File: src/rtl/rfw_pkg.sv
// Shared constants and carrier types for the receive descriptor writeback engine
package rfw_pkg;

	// Register byte offsets
	localparam logic [7:0] REG_CTRL = 8'h00;
	localparam logic [7:0] REG_HEAD = 8'h04;
	localparam logic [7:0] REG_STAT = 8'h08;
	localparam logic [7:0] REG_CUR = 8'h0c;
	localparam logic [7:0] REG_DROP = 8'h10;

	// Control register fields
	localparam int CTRL_START = 0;
	localparam int CTRL_RESUME = 1;
	localparam int CTRL_ABORT = 2;
	localparam int CTRL_SAVE_BAD = 3;
	localparam int CTRL_LEN_CHK = 4;
	localparam int CTRL_STUFF = 5;
	localparam int CFG_W = 3;
	localparam logic [CFG_W-1:0] RST_CFG = 3'h0;
	localparam logic [31:0] RST_HEAD = 32'h0000_0000;

	// Frame descriptor word offsets
	localparam logic [31:0] OFS_CMD = 32'h0000_0000;
	localparam logic [31:0] OFS_LINK = 32'h0000_0004;
	localparam logic [31:0] OFS_RBD = 32'h0000_0008;
	localparam logic [31:0] OFS_SIZE = 32'h0000_000c;
	localparam logic [31:0] OFS_DATA = 32'h0000_001e;

	// Command and status word bits
	localparam int BIT_EL = 31;
	localparam int BIT_S = 30;
	localparam int BIT_SF = 19;
	localparam int BIT_C = 15;
	localparam int BIT_B = 14;
	localparam int BIT_OK = 13;
	localparam int BIT_LEN = 12;
	localparam int BIT_CRC = 11;
	localparam int BIT_ALN = 10;
	localparam int BIT_NORES = 9;
	localparam int BIT_OVR = 8;
	localparam int BIT_SHORT = 7;
	localparam int BIT_NOEOP = 6;
	localparam int BIT_TRUNC = 5;
	localparam int BIT_NOMATCH = 1;
	localparam int BIT_COLL = 0;

	// Size and count word fields
	localparam int CNT_W = 14;
	localparam int SIZE_LSB = 16;
	localparam int BIT_EOF = 15;
	localparam int BIT_F = 14;
	localparam logic [31:0] NO_RBD = 32'hffff_ffff;

	typedef enum logic [3:0] {
		ST_IDLE, ST_RD_CMD, ST_RD_LINK, ST_RD_RBD, ST_RD_SIZE, ST_WR_BUSY,
		ST_WAIT, ST_WR_COUNT, ST_WR_STAT, ST_SUSP, ST_END
	} rfw_st_t;

	typedef enum logic [1:0] {
		RU_IDLE, RU_READY, RU_SUSP, RU_NORES
	} rfw_ru_t;

	typedef struct packed {
		logic valid;
		logic [CNT_W-1:0] len;
		logic crc_err;
		logic aligned;
		logic too_short;
		logic overrun;
		logic no_res;
		logic no_eop;
		logic ia_match;
		logic collision;
		logic length_err;
	} rfw_frame_t;

	typedef struct packed {
		logic req;
		logic we;
		logic [31:0] addr;
		logic [31:0] wdata;
	} rfw_mem_req_t;

	typedef struct packed {
		logic ack;
		logic [31:0] rdata;
	} rfw_mem_rsp_t;

	typedef struct packed {
		logic psel;
		logic penable;
		logic pwrite;
		logic [7:0] paddr;
		logic [31:0] pwdata;
	} rfw_apb_req_t;

	typedef struct packed {
		logic pready;
		logic [31:0] prdata;
		logic pslverr;
	} rfw_apb_rsp_t;

	typedef struct packed {
		logic frame_ready;
		logic [31:0] desc_addr;
		logic [CNT_W-1:0] data_size;
		logic chain_en;
		logic [31:0] chain_head;
		rfw_ru_t ru_state;
	} rfw_rx_ctl_t;

endpackage

File: src/rtl/rfw_status_word.sv
// Builds the completion status half-word of a frame descriptor
`timescale 1ns/1ns
`default_nettype none
module rfw_status_word (
	input wire rfw_pkg::rfw_frame_t frame,
	input wire logic save_bad,
	input wire logic len_chk,
	input wire logic stuffing,
	input wire logic flexible,
	input wire logic [rfw_pkg::CNT_W-1:0] size,
	output logic [15:0] status,
	output logic ok,
	output logic keep
);
	logic trunc;
	logic [15:0] err;

	always_comb begin
		// Only the simplified layout can overflow the descriptor itself
		trunc = !flexible && (frame.len > size);
		err = 16'h0000;
		err[rfw_pkg::BIT_LEN] = frame.length_err && len_chk; // [RULE_11]
		err[rfw_pkg::BIT_CRC] = frame.crc_err && frame.aligned; // [RULE_12]
		err[rfw_pkg::BIT_ALN] = frame.crc_err && !frame.aligned; // [RULE_13]
		err[rfw_pkg::BIT_NORES] = frame.no_res; // [RULE_14]
		err[rfw_pkg::BIT_OVR] = frame.overrun; // [RULE_15]
		err[rfw_pkg::BIT_SHORT] = frame.too_short; // [RULE_16]
		err[rfw_pkg::BIT_NOEOP] = frame.no_eop && stuffing; // [RULE_17]
		err[rfw_pkg::BIT_TRUNC] = trunc && save_bad; // [RULE_19]
		ok = (err == 16'h0000) && !trunc;
		keep = ok || save_bad; // [RULE_10]
		status = err;
		status[rfw_pkg::BIT_OK] = ok; // [RULE_09]
		status[rfw_pkg::BIT_NOMATCH] = !frame.ia_match; // [RULE_20]
		status[rfw_pkg::BIT_COLL] = frame.collision; // [RULE_21]
		// Complete set and busy cleared in the same word
		status[rfw_pkg::BIT_C] = 1'b1; // [RULE_05]
		status[rfw_pkg::BIT_B] = 1'b0; // [RULE_07]
	end
endmodule
`default_nettype wire

File: src/rtl/rfw_engine.sv
// Receive frame descriptor engine: list walk, busy marking and status writeback
//
// How it works
// (RULE_01) End-of-list flag marks final descriptor of list
// (RULE_02) Suspend flag halts receive unit after frame
// (RULE_03) Select 0: data in descriptor, pointer ones
// (RULE_04) Select 1: remainder goes to buffer chain
// (RULE_05) Set complete flag when frame finished
// (RULE_06) Host writes busy flag zero before handing
// (RULE_07) Busy set at setup, cleared at completion
// (RULE_08) Complete and busy written in one write
// (RULE_09) Bit 13 set for error-free frame
// (RULE_10) Bad frames written only when saving enabled
// (RULE_11) Bit 12 length error when checking enabled
// (RULE_12) Bit 11 CRC error, byte-aligned frame
// (RULE_13) Bit 10 CRC error, misaligned frame
// (RULE_14) Bit 9 ran out of buffer space
// (RULE_15) Bit 8 overrun, bus not obtained
// (RULE_16) Bit 7 frame shorter than minimum
// (RULE_17) Bit 6 missing end marker, stuffing only
// (RULE_18) All-ones buffer pointer means no chain
// (RULE_19) Bit 5 truncation, simplified and saving only
// (RULE_20) Bit 1 clear on individual address match
// (RULE_21) Bit 0 collision after destination address
// (RULE_22) Fixed word order: status, link, pointer, size
//
// The address map and register access over APB were decided locally.
`timescale 1ns/1ns
`default_nettype none
module rfw_engine (
	input wire logic pclk,
	input wire logic presetn,
	input wire rfw_pkg::rfw_apb_req_t apb_req,
	output rfw_pkg::rfw_apb_rsp_t apb_rsp,
	output rfw_pkg::rfw_mem_req_t mem_req,
	input wire rfw_pkg::rfw_mem_rsp_t mem_rsp,
	input wire rfw_pkg::rfw_frame_t frame,
	output rfw_pkg::rfw_rx_ctl_t rx_ctl
);

	typedef struct packed {
		rfw_pkg::rfw_st_t st;
		logic [rfw_pkg::CFG_W-1:0] cfg;
		logic [31:0] head;
		logic [31:0] cur;
		logic [31:0] link;
		logic [31:0] buffer_descriptor;
		logic [31:0] cmd;
		logic [rfw_pkg::CNT_W-1:0] size;
		logic [15:0] stat;
		logic [rfw_pkg::CNT_W-1:0] count;
		logic [31:0] drops;
		rfw_pkg::rfw_mem_req_t mreq;
		logic [31:0] prdata;
		logic pslverr;
	} rfw_state_t;

	rfw_state_t s;
	rfw_state_t next_s;

	logic [15:0] frame_stat;
	logic frame_ok;
	logic frame_keep;
	logic flexible;
	logic setup;
	logic wr_acc;
	logic known;
	logic start;
	logic resume;
	logic abort;
	logic acked;
	rfw_pkg::rfw_ru_t ru;

	assign flexible = s.cmd[rfw_pkg::BIT_SF];

	rfw_status_word u_status (
		.frame(frame),
		.save_bad(s.cfg[0]),
		.len_chk(s.cfg[1]),
		.stuffing(s.cfg[2]),
		.flexible(flexible),
		.size(s.size),
		.status(frame_stat),
		.ok(frame_ok),
		.keep(frame_keep)
	);

	always_comb begin
		unique case (s.st)
			rfw_pkg::ST_IDLE: ru = rfw_pkg::RU_IDLE;
			rfw_pkg::ST_SUSP: ru = rfw_pkg::RU_SUSP;
			rfw_pkg::ST_END: ru = rfw_pkg::RU_NORES;
			default: ru = rfw_pkg::RU_READY;
		endcase
	end

	always_comb begin
		setup = apb_req.psel && !apb_req.penable;
		wr_acc = apb_req.psel && apb_req.penable && apb_req.pwrite;
		known = (apb_req.paddr == rfw_pkg::REG_CTRL) || (apb_req.paddr == rfw_pkg::REG_HEAD) ||
			(apb_req.paddr == rfw_pkg::REG_STAT) || (apb_req.paddr == rfw_pkg::REG_CUR) ||
			(apb_req.paddr == rfw_pkg::REG_DROP);
		start = wr_acc && (apb_req.paddr == rfw_pkg::REG_CTRL) && apb_req.pwdata[rfw_pkg::CTRL_START];
		resume = wr_acc && (apb_req.paddr == rfw_pkg::REG_CTRL) && apb_req.pwdata[rfw_pkg::CTRL_RESUME];
		abort = wr_acc && (apb_req.paddr == rfw_pkg::REG_CTRL) && apb_req.pwdata[rfw_pkg::CTRL_ABORT];
		acked = s.mreq.req && mem_rsp.ack;
	end

	always_comb begin
		next_s = s;

		// Register answers are prepared in the setup phase so read data comes from a flop
		if (setup) begin
			next_s.pslverr = !known;
			next_s.prdata = 32'h0000_0000;
			unique case (apb_req.paddr)
				rfw_pkg::REG_CTRL: next_s.prdata[rfw_pkg::CTRL_STUFF:rfw_pkg::CTRL_SAVE_BAD] = s.cfg;
				rfw_pkg::REG_HEAD: next_s.prdata = s.head;
				rfw_pkg::REG_STAT: begin
					next_s.prdata[1:0] = ru;
					next_s.prdata[7:4] = s.st;
					next_s.prdata[31:16] = s.stat;
				end
				rfw_pkg::REG_CUR: next_s.prdata = s.cur;
				rfw_pkg::REG_DROP: next_s.prdata = s.drops;
				default: next_s.prdata = 32'h0000_0000;
			endcase
		end
		if (wr_acc && apb_req.paddr == rfw_pkg::REG_CTRL) begin
			next_s.cfg = apb_req.pwdata[rfw_pkg::CTRL_STUFF:rfw_pkg::CTRL_SAVE_BAD];
		end
		if (wr_acc && apb_req.paddr == rfw_pkg::REG_HEAD) begin
			next_s.head = apb_req.pwdata;
		end
		if (wr_acc && apb_req.paddr == rfw_pkg::REG_DROP) begin
			next_s.drops = 32'h0000_0000;
		end

		unique case (s.st)
			rfw_pkg::ST_IDLE, rfw_pkg::ST_END: begin
				if (start) begin
					next_s.cur = s.head;
					next_s.st = rfw_pkg::ST_RD_CMD;
					next_s.mreq.req = 1'b1;
					next_s.mreq.we = 1'b0;
					next_s.mreq.addr = s.head + rfw_pkg::OFS_CMD; // [RULE_22]
				end
			end
			rfw_pkg::ST_RD_CMD: begin
				if (acked) begin
					// Host left busy at zero; this copy is what we rewrite later
					next_s.cmd = mem_rsp.rdata; // [RULE_06]
					next_s.st = rfw_pkg::ST_RD_LINK;
					next_s.mreq.addr = s.cur + rfw_pkg::OFS_LINK; // [RULE_22]
				end
			end
			rfw_pkg::ST_RD_LINK: begin
				if (acked) begin
					next_s.link = mem_rsp.rdata;
					next_s.st = rfw_pkg::ST_RD_RBD;
					next_s.mreq.addr = s.cur + rfw_pkg::OFS_RBD; // [RULE_22]
				end
			end
			rfw_pkg::ST_RD_RBD: begin
				if (acked) begin
					next_s.buffer_descriptor = mem_rsp.rdata;
					next_s.st = rfw_pkg::ST_RD_SIZE;
					next_s.mreq.addr = s.cur + rfw_pkg::OFS_SIZE; // [RULE_22]
				end
			end
			rfw_pkg::ST_RD_SIZE: begin
				if (acked) begin
					next_s.size = mem_rsp.rdata[rfw_pkg::SIZE_LSB +: rfw_pkg::CNT_W];
					next_s.st = rfw_pkg::ST_WR_BUSY;
					next_s.mreq.we = 1'b1;
					next_s.mreq.addr = s.cur + rfw_pkg::OFS_CMD;
					next_s.mreq.wdata = s.cmd;
					next_s.mreq.wdata[rfw_pkg::BIT_B] = 1'b1; // [RULE_07]
					next_s.mreq.wdata[rfw_pkg::BIT_C] = 1'b0;
				end
			end
			rfw_pkg::ST_WR_BUSY: begin
				if (acked) begin
					next_s.mreq.req = 1'b0;
					next_s.mreq.we = 1'b0;
					next_s.st = rfw_pkg::ST_WAIT;
				end
			end
			rfw_pkg::ST_WAIT: begin
				if (abort) begin
					next_s.st = rfw_pkg::ST_IDLE;
				end else if (frame.valid) begin
					if (frame_keep) begin // [RULE_10]
						next_s.stat = frame_stat;
						// Only what fits the descriptor is counted here; with chain_en set the chain holds the rest
						next_s.count = (frame.len > s.size) ? s.size : frame.len; // [RULE_03] [RULE_04]
						next_s.st = rfw_pkg::ST_WR_COUNT;
						next_s.mreq.req = 1'b1;
						next_s.mreq.we = 1'b1;
						next_s.mreq.addr = s.cur + rfw_pkg::OFS_SIZE;
						next_s.mreq.wdata = 32'h0000_0000;
						next_s.mreq.wdata[rfw_pkg::SIZE_LSB +: rfw_pkg::CNT_W] = s.size;
						next_s.mreq.wdata[rfw_pkg::BIT_EOF] = 1'b1;
						next_s.mreq.wdata[rfw_pkg::BIT_F] = 1'b1;
						next_s.mreq.wdata[rfw_pkg::CNT_W-1:0] = next_s.count;
					end else begin
						// Discarded frame: same descriptor stays armed, only the drop count and, for a truncated frame, the status move
						// Counts on top of a same-cycle clear so no drop is lost
						next_s.drops = next_s.drops + 32'h0000_0001; // [RULE_10]
						if (!frame_ok && frame.len > s.size && !flexible) begin
							next_s.stat = frame_stat;
						end
					end
				end
			end
			rfw_pkg::ST_WR_COUNT: begin
				if (acked) begin
					next_s.st = rfw_pkg::ST_WR_STAT;
					next_s.mreq.addr = s.cur + rfw_pkg::OFS_CMD;
					// One write carries complete, busy and all status bits together
					next_s.mreq.wdata = {s.cmd[31:16], s.stat}; // [RULE_08] [RULE_05] [RULE_07]
				end
			end
			rfw_pkg::ST_WR_STAT: begin
				if (acked) begin
					next_s.mreq.req = 1'b0;
					next_s.mreq.we = 1'b0;
					if (s.cmd[rfw_pkg::BIT_S]) begin
						next_s.st = rfw_pkg::ST_SUSP; // [RULE_02]
					end else if (s.cmd[rfw_pkg::BIT_EL]) begin
						next_s.st = rfw_pkg::ST_END; // [RULE_01]
					end else begin
						next_s.cur = s.link;
						next_s.st = rfw_pkg::ST_RD_CMD;
						next_s.mreq.req = 1'b1;
						next_s.mreq.addr = s.link + rfw_pkg::OFS_CMD;
					end
				end
			end
			rfw_pkg::ST_SUSP: begin
				if (start) begin
					next_s.cur = s.head;
					next_s.st = rfw_pkg::ST_RD_CMD;
					next_s.mreq.req = 1'b1;
					next_s.mreq.addr = s.head + rfw_pkg::OFS_CMD;
				end else if (resume) begin
					// A suspended last entry has nothing after it to resume into
					if (s.cmd[rfw_pkg::BIT_EL]) begin
						next_s.st = rfw_pkg::ST_END; // [RULE_01]
					end else begin
						next_s.cur = s.link;
						next_s.st = rfw_pkg::ST_RD_CMD;
						next_s.mreq.req = 1'b1;
						next_s.mreq.addr = s.link + rfw_pkg::OFS_CMD;
					end
				end else if (abort) begin
					next_s.st = rfw_pkg::ST_IDLE;
				end
			end
			// Unused encodings fall back to idle with the bus released
			default: begin
				next_s.st = rfw_pkg::ST_IDLE;
				next_s.mreq = '0;
			end
		endcase
	end

	always_ff @(posedge pclk or negedge presetn) begin
		if (!presetn) begin
			s <= '0;
			s.st <= rfw_pkg::ST_IDLE;
			s.cfg <= rfw_pkg::RST_CFG;
			s.head <= rfw_pkg::RST_HEAD;
		end else begin
			s <= next_s;
		end
	end

	always_comb begin
		apb_rsp.pready = 1'b1;
		apb_rsp.prdata = s.prdata;
		apb_rsp.pslverr = s.pslverr && apb_req.psel && apb_req.penable;
		mem_req = s.mreq;
		rx_ctl.frame_ready = (s.st == rfw_pkg::ST_WAIT);
		rx_ctl.desc_addr = s.cur;
		rx_ctl.data_size = s.size;
		// Chain only in flexible layout and only when a real pointer is attached
		rx_ctl.chain_en = flexible && (s.buffer_descriptor != rfw_pkg::NO_RBD); // [RULE_04] [RULE_18] [RULE_03]
		rx_ctl.chain_head = s.buffer_descriptor;
		rx_ctl.ru_state = ru;
	end

endmodule
`default_nettype wire

File: config.mk
export PLATFORM = sky130hd
export DESIGN_NAME = rfw_engine
export DESIGN_NICKNAME = d
export VERILOG_FILES = /design/src/rtl/rfw_pkg.sv /design/src/rtl/rfw_status_word.sv /design/src/rtl/rfw_engine.sv
export SDC_FILE = /design/constraint.sdc
export NUM_CORES = 1
export LEC_CHECK = 0
export BUFFER_PORTS_ARGS = -buffer_cell sky130_fd_sc_hd__buf_4
export CORE_MARGIN = 2
export CORE_UTILIZATION = 24
export CTS_CLUSTER_DIAMETER = 100
export DETAILED_ROUTE_END_ITERATION = 10
export HOLD_SLACK_MARGIN = 0.15
export PLACE_DENSITY = 0.36
export SLEW_MARGIN = 25
export SYNTH_ARGS = -nofsm -noshare
export SYNTH_HDL_FRONTEND = slang
export SYNTH_HIERARCHICAL = 1
export SYNTH_SLANG_ARGS = --single-unit
File: constraint.sdc
create_clock -name pclk -period 3.5 [get_ports pclk]
set_input_delay 0.35 -clock pclk [delete_from_list [all_inputs] [get_ports pclk]]
set_output_delay 0.35 -clock pclk [all_outputs]
set_load 0.01 [all_outputs]
After elaboration in Yosys (flattened, before gate mapping). Cells that the tools add are included.

RAM bits: 0. Memory bits (read-only): 0. Register bits after elaboration: 328. Memories: 0. Bits of input ports: 102. Word-level logic and storage cells: 174. Latch bits: 0. Output and inout port bits: 182.

Reduce and logical (&&, ||, !) cells: 54. Mux-type cells: 62. Equality and inequality tests: 32. Shifts and indexed selects: 0. Add/sub/neg operators: 4. Divide/modulo/power cells: 0. Multipliers: 0. Order comparisons: 1. Bitwise operators: 5.

Operators by type and width (count): two-way mux 32 bit (16); one-hot mux 32 bit (10 select lines) (1); two-way mux 98 bit (2); one-hot mux 32 bit (4 select lines) (1); one-hot mux 32 bit (3 select lines) (1); two-way mux 34 bit (2); two-way mux 66 bit (1); two-way mux 65 bit (1); adder 32 x 4 -> 32 bit, second input constant (2); two-way mux 4 bit (16); two-way mux 64 bit (1); one-hot mux 16 bit (4 select lines) (1); one-hot mux 4 bit (10 select lines) (1); adder 32 x 1 -> 32 bit, second input constant (1); adder 32 x 3 -> 32 bit, second input constant (1); two-way mux 16 bit (2); != test 32 bit, second input constant (1); one-hot mux 8 bit (3 select lines) (1); logical AND 1 bit (22); != test 2 bit, second input constant (11); == test 4 x 3 -> 1 bit, second input constant (4); == test 8 x 4 -> 1 bit, second input constant (2); logical NOT 8 bit (2); one-hot mux 2 bit (4 select lines) (2); other kinds (36) (63).

Logic depth before layout (Yosys ltp).
Depth after elaboration: 10. Depth in mapped cells: 13. Depth with buffers taken out: 12.

Cells and area by module. Netlist, hierarchy kept.

By module, submodules not included: rfw_engine (times used 1, sequential area each 8157.8 um2, area each 18993.2 um2, cells an instance 1917); rfw_status_word (times used 1, sequential area each 0.0 um2, area each 543.0 um2, cells an instance 75).

Least setup slack after synthesis. Ideal clock, no wire load.

Path type: reg2reg. Start: register s, in the netlist rx_ctl[48]. End: register s, in the netlist mem_req[63]. Cell stages (with the launch flop): 12. Clock period less this slack: 3.043 ns. Path buffers: 1. Data arrival time: 2.919 ns. Setup slack: 0.457 ns. Data required time: 3.375 ns. Setup time: 0.125 ns. Cells stage by stage: dfrtp_1 -> inv_1 -> ha_1 -> nand4_1 -> o41ai_2 -> a21oi_1 -> o21ai_1 -> nand2_1 -> o21a_1 -> nor3_1 -> clkbuf_1 -> mux2_2.

Word-level cells in the longest chain between the ends: 8. Elaborated cells on any way between the ends: 9. Classes of those cells: order compare: 1; eq/ne: 1; reduce/logical: 7.

Ends and longest elaborated chain: from (decl) (RTL line rfw_engine.sv:58) `rfw_state_t s;`; from (signal assigned) (RTL line rfw_engine.sv:275) `s <= next_s;`; greater-than comparator 14 bit (*) (RTL line rfw_status_word.sv:20) `trunc = !flexible && (frame.len > size);`; logical AND 1 bit (*) (RTL line rfw_status_word.sv:20); logical AND 1 bit (RTL line rfw_status_word.sv:29) `err[rfw_pkg::BIT_TRUNC] = trunc && save_bad;`; logical NOT 8 bit (RTL line rfw_status_word.sv:30) `ok = (err == 16'h0000) && !trunc;`; logical AND 1 bit (*) (RTL line rfw_status_word.sv:30); logical OR 1 bit (*) (RTL line rfw_status_word.sv:31) `keep = ok || save_bad;`; named net frame_keep (RTL line rfw_engine.sv:63) `logic frame_keep;`; != test 2 x 1 -> 1 bit (no line) (*); AND reduction 13 bit (no line) (*).

The timed path passes the listed nets; every way through them passes the cells marked *. A chain may end at the register's enable or synchronous reset.

Worst setup path after layout.
Start: input port frame[21] (netlist name). End: register s, in the netlist mem_req[63].

Word-level cells in the longest chain between the ends: 8. Elaborated cells on any way between the ends: 9. Classes of those cells: order compare: 1; eq/ne: 1; reduce/logical: 7.

Ends and longest elaborated chain: from (decl) (RTL line rfw_engine.sv:37) `input wire rfw_pkg::rfw_frame_t frame,`; greater-than comparator 14 bit (*) (RTL line rfw_status_word.sv:20); logical AND 1 bit (*) (RTL line rfw_status_word.sv:20); logical AND 1 bit (RTL line rfw_status_word.sv:29); logical NOT 8 bit (RTL line rfw_status_word.sv:30); logical AND 1 bit (*) (RTL line rfw_status_word.sv:30); logical OR 1 bit (*) (RTL line rfw_status_word.sv:31); named net frame_keep (RTL line rfw_engine.sv:63); != test 2 x 1 -> 1 bit (no line) (*); AND reduction 13 bit (no line) (*).

Marked as above.

==> results.sh <==
export IMPL_synth_distinct_cells=87
export IMPL_fp_coreArea_sq_mm=0.08055
export IMPL_dp_hpwl_microns=70120
export IMPL_end_kind="register"
export IMPL_synth_most_common_cell="dfrtp_1"
export IMPL_nets=2369
export IMPL_grt_pass1_vias=17220
export IMPL_hp_class="input pin to register"
export IMPL_finalCriticalPeriod_ns=3.306
export IMPL_root_buffer="clkbuf_16"
export IMPL_grt_total_usage=0.2139
export IMPL_grtUsageMet1=0.2938
export IMPL_busiest_layer="met2"
export IMPL_drv_cap=0
export IMPL_status="finished clean"
export IMPL_final_cells=3326
export IMPL_reg2reg_to="mem_req[63]$_DFFE_PN0P_"
export IMPL_slowest_delay_ns=0.53
export IMPL_syn_cell_area_sq_mm=0.01954
export IMPL_synth_area_per_cell_sq_um=9.807
export IMPL_synthTopCellsByArea="dfrtp_1 (42%), mux2_2 (11%), buf_4 (7.3%)"
export IMPL_max_vdd_ir_drop_mv=0.6709
export IMPL_regToRegSetupSlack_ns=0.24
export IMPL_grt_overflow=0
export IMPL_drcViolationCount=0
export IMPL_synth_edf_count=0
export IMPL_avgViaCountPerCell=5.097
export IMPL_insertion_delay_ns=0.60
export IMPL_initial_core_util=0.2425
export IMPL_async_reset_ff_frac=1.000
export IMPL_critPathBufInv=5
export IMPL_numClockSinks=326
export IMPL_wire_per_inst_microns=27.32
export IMPL_crit_slowest_cell="dlygate4sd3_1"
export IMPL_numPortBuffers=282
export IMPL_crit_top_cell="buf_4"
export IMPL_dp_cells=3162
export IMPL_htreeDepth=2
export IMPL_gp_congestion=0.9166
export IMPL_met2_usage=0.3391
export IMPL_numCtsBuffers=43
export IMPL_path_cells="dlygate4sd3_1 -> buf_4 -> ha_1 -> nand4_1 -> o41ai_2 -> buf_4 -> a21oi_1 -> o21ai_1 -> buf_12 -> nand2_1 -> o21a_2 -> nor3_4 -> buf_4 -> mux2_2"
export IMPL_synth_largest_area_cell="dfrtp_1"
export IMPL_area_growth_pct=26.45
export IMPL_startpoint_type="input pin"
export IMPL_timing_clock_skew_ns=0.03291
export IMPL_worst_path_dominant_cell_family="buffers and inverters"
export IMPL_fmax_mhz=302.4
export IMPL_ys_ff_latch=326
export IMPL_num_rows=104
export IMPL_ys_flop_type="dfrtp_1"
export IMPL_slew_limit_headroom=0.3979
export IMPL_grt_antenna_before_repair=2
export IMPL_report_final_slew_viol_count=0
export IMPL_grt_max_degree=86
export IMPL_grt_pass1_wl_microns=129200
export IMPL_clockBufferDepth=3
export IMPL_critical_path_depth=14
export IMPL_critPathLaunch="frame[21]"
export IMPL_grt_use_met3=0.03354
export IMPL_fin_crit_sh=0.9447
export IMPL_vias=16950
export IMPL_ant_nets=0
export IMPL_num_io_pins=284
export IMPL_total_power_mw=21.76
export IMPL_layout_drive_gt1_share=0.3220
export IMPL_reg2reg_depth=13
export IMPL_endpoint="mem_req[63]$_DFFE_PN0P_"
export IMPL_path_clk_slew_ns=0.06
export IMPL_die_h_microns=289.3
export IMPL_r2r_start="rx_ctl[47]$_DFFE_PN0P_"
export IMPL_drt_initial_drc_count=1522
export IMPL_dr_pass1_iters=7
export IMPL_dieArea_sq_mm=0.08370
export IMPL_crit_arrival_ns=3.76
export IMPL_routed_wl_microns=90860
export IMPL_synth_top_cells_by_count="dfrtp_1 (326), buf_4 (190), mux2_2 (187)"
export IMPL_fp_dieW_microns=289.3
export IMPL_criticalPathCategory="input pin to register"
export IMPL_yosysWarnings=6
export IMPL_finalHoldViolCount=0
export IMPL_synth_cells=1992
export IMPL_p_leak_nw=10.79
export IMPL_power_density_mw_per_mm2=880.9
export IMPL_synth_seq_area_share=0.4176
export IMPL_max_slew_worst_pin_slew_ns=0.9031
export IMPL_required_ns=3.96
export IMPL_setup_viol=0
export IMPL_cts_tree="done"
export IMPL_yosysTopAreaCellShare=0.4176
export IMPL_crit_fanout=16
-- how the worst min path moves through the flow --
stage | to | slack [ns] | startpoint | cells after the start
2_1_floorplan | apb_rsp[10]$_DFFE_PN0P_ | 0.05 | presetn | 0
3_3_place_gp | apb_rsp[6]$_DFFE_PN0P_ | 0.47 | presetn | 1
3_5_place_dp | apb_rsp[6]$_DFFE_PN0P_ | 0.47 | presetn | 1
4_1_cts | s[0]$_DFFE_PN0P_ | 0.18 | apb_req[33] | 3
5_1_grt | mem_req[65]$_DFFE_PN0P_ | 0.22 | mem_rsp[32] | 4
6_report | s[0]$_DFFE_PN0P_ | 0.20 | apb_req[33] | 3
-- metrics by stage --
stage | area [sq um] | hold WS [ns] | setup TNS (ns) | setup slack [ns] | util
after floorplan | 19550 | 0.05441 | 0 | 0.4566 | -
after global placement | 22370 | 0.4662 | 0 | 0.09564 | 0.2777
after detailed placement | 22370 | 0.4723 | 0 | 0.07111 | 0.2777
after CTS | 24680 | 0.1760 | 0 | 0.1294 | 0.3064
after global routing | 24700 | 0.2182 | -0.03069 | -0.01587 | 0.3066
final | 24700 | 0.2028 | 0 | 0.1936 | 0.3067
-- cell usage in the layout (no fill, tap or decap), types with 15 or more instances in the layout --
cell / synthesis / routed
nand2_1: 152 / 152
a21oi_1: 51 / 50
inv_1: 47 / 47
mux2_2: 187 / 187
a31oi_1: 25 / 25
buf_4: 190 / 432
clkbuf_16: 0 / 43
nand4_1: 41 / 41
a222oi_1: 41 / 41
a2bb2oi_1: 48 / 48
mux2i_1: 38 / 38
o22ai_1: 41 / 41
nor4_1: 26 / 24
dfrtp_1: 326 / 326
nand2b_1: 15 / 15
o21ai_0: 125 / 125
a22oi_1: 36 / 36
xor2_1: 27 / 27
nor2_1: 104 / 101
nand3_1: 41 / 41
xnor2_1: 16 / 16
and3_1: 16 / 16
nor3_1: 26 / 25
dlygate4sd3_1: 0 / 87
ha_1: 33 / 33
-- report_power, final --
part	internal [mW]	switching, mW	total [mW]
combinational	4.66	5.74	10.4
sequential	5.00	1.76	6.76
clock	2.76	1.84	4.60
total	12.4	9.34	21.8
-- logic make-up (layout without fill, tap and decap cells) --
kind of cell             count (synthesis)  count (layout)  share of synthesized area
adder cells (fa/ha/maj)                 33              33                    0.02114
other                                    3               8                  0.0005764
XOR/XNOR                                43              43                    0.01928
buffers and inverters                  384             653                     0.1125
AND/OR/NAND/NOR                        501             501                     0.1298
multiplexers                           225             225                     0.1273
flip-flops                             326             326                     0.4176
AO/OA/AOI/OAI                          477             477                     0.1719
-- state kept, by name (all words and copies together), names as in the netlist --
register,flops
apb_rsp,32
flexible,1
mem_req,66
rx_ctl,78
s,149
-- worst min-delay path: stages --
cell and delay [ns]:
buf_4 0.10, nor4_1 0.08, o31ai_1 0.21
-- cell type report --
type / instances / area, sq um
fill: 8406 / 55840
inverter: 47 / 176.4
timing repair buffer: 531 / 4340
tap: 1060 / 1326
antenna: 2 / 5.005
clock inverter: 12 / 196.4
clock buffer: 63 / 1241
sequential: 326 / 8158
multi-input combinational: 1285 / 9260
-- layer usage --
layer	vias up	part of all wire
met4	0	0.037
met2	585	0.45
met3	106	0.058
met5	-	0
met1	8624	0.45
li1	7638	-
-- what timing repair did --
action,in CTS,in global routing
setup endpoints to repair,0,12
setup buffers,0,0
gates resized for setup,0,5
hold buffers,87,0
endpoints found under the hold margin,238,0
Note: power is estimated with default switching activity, not from simulation.
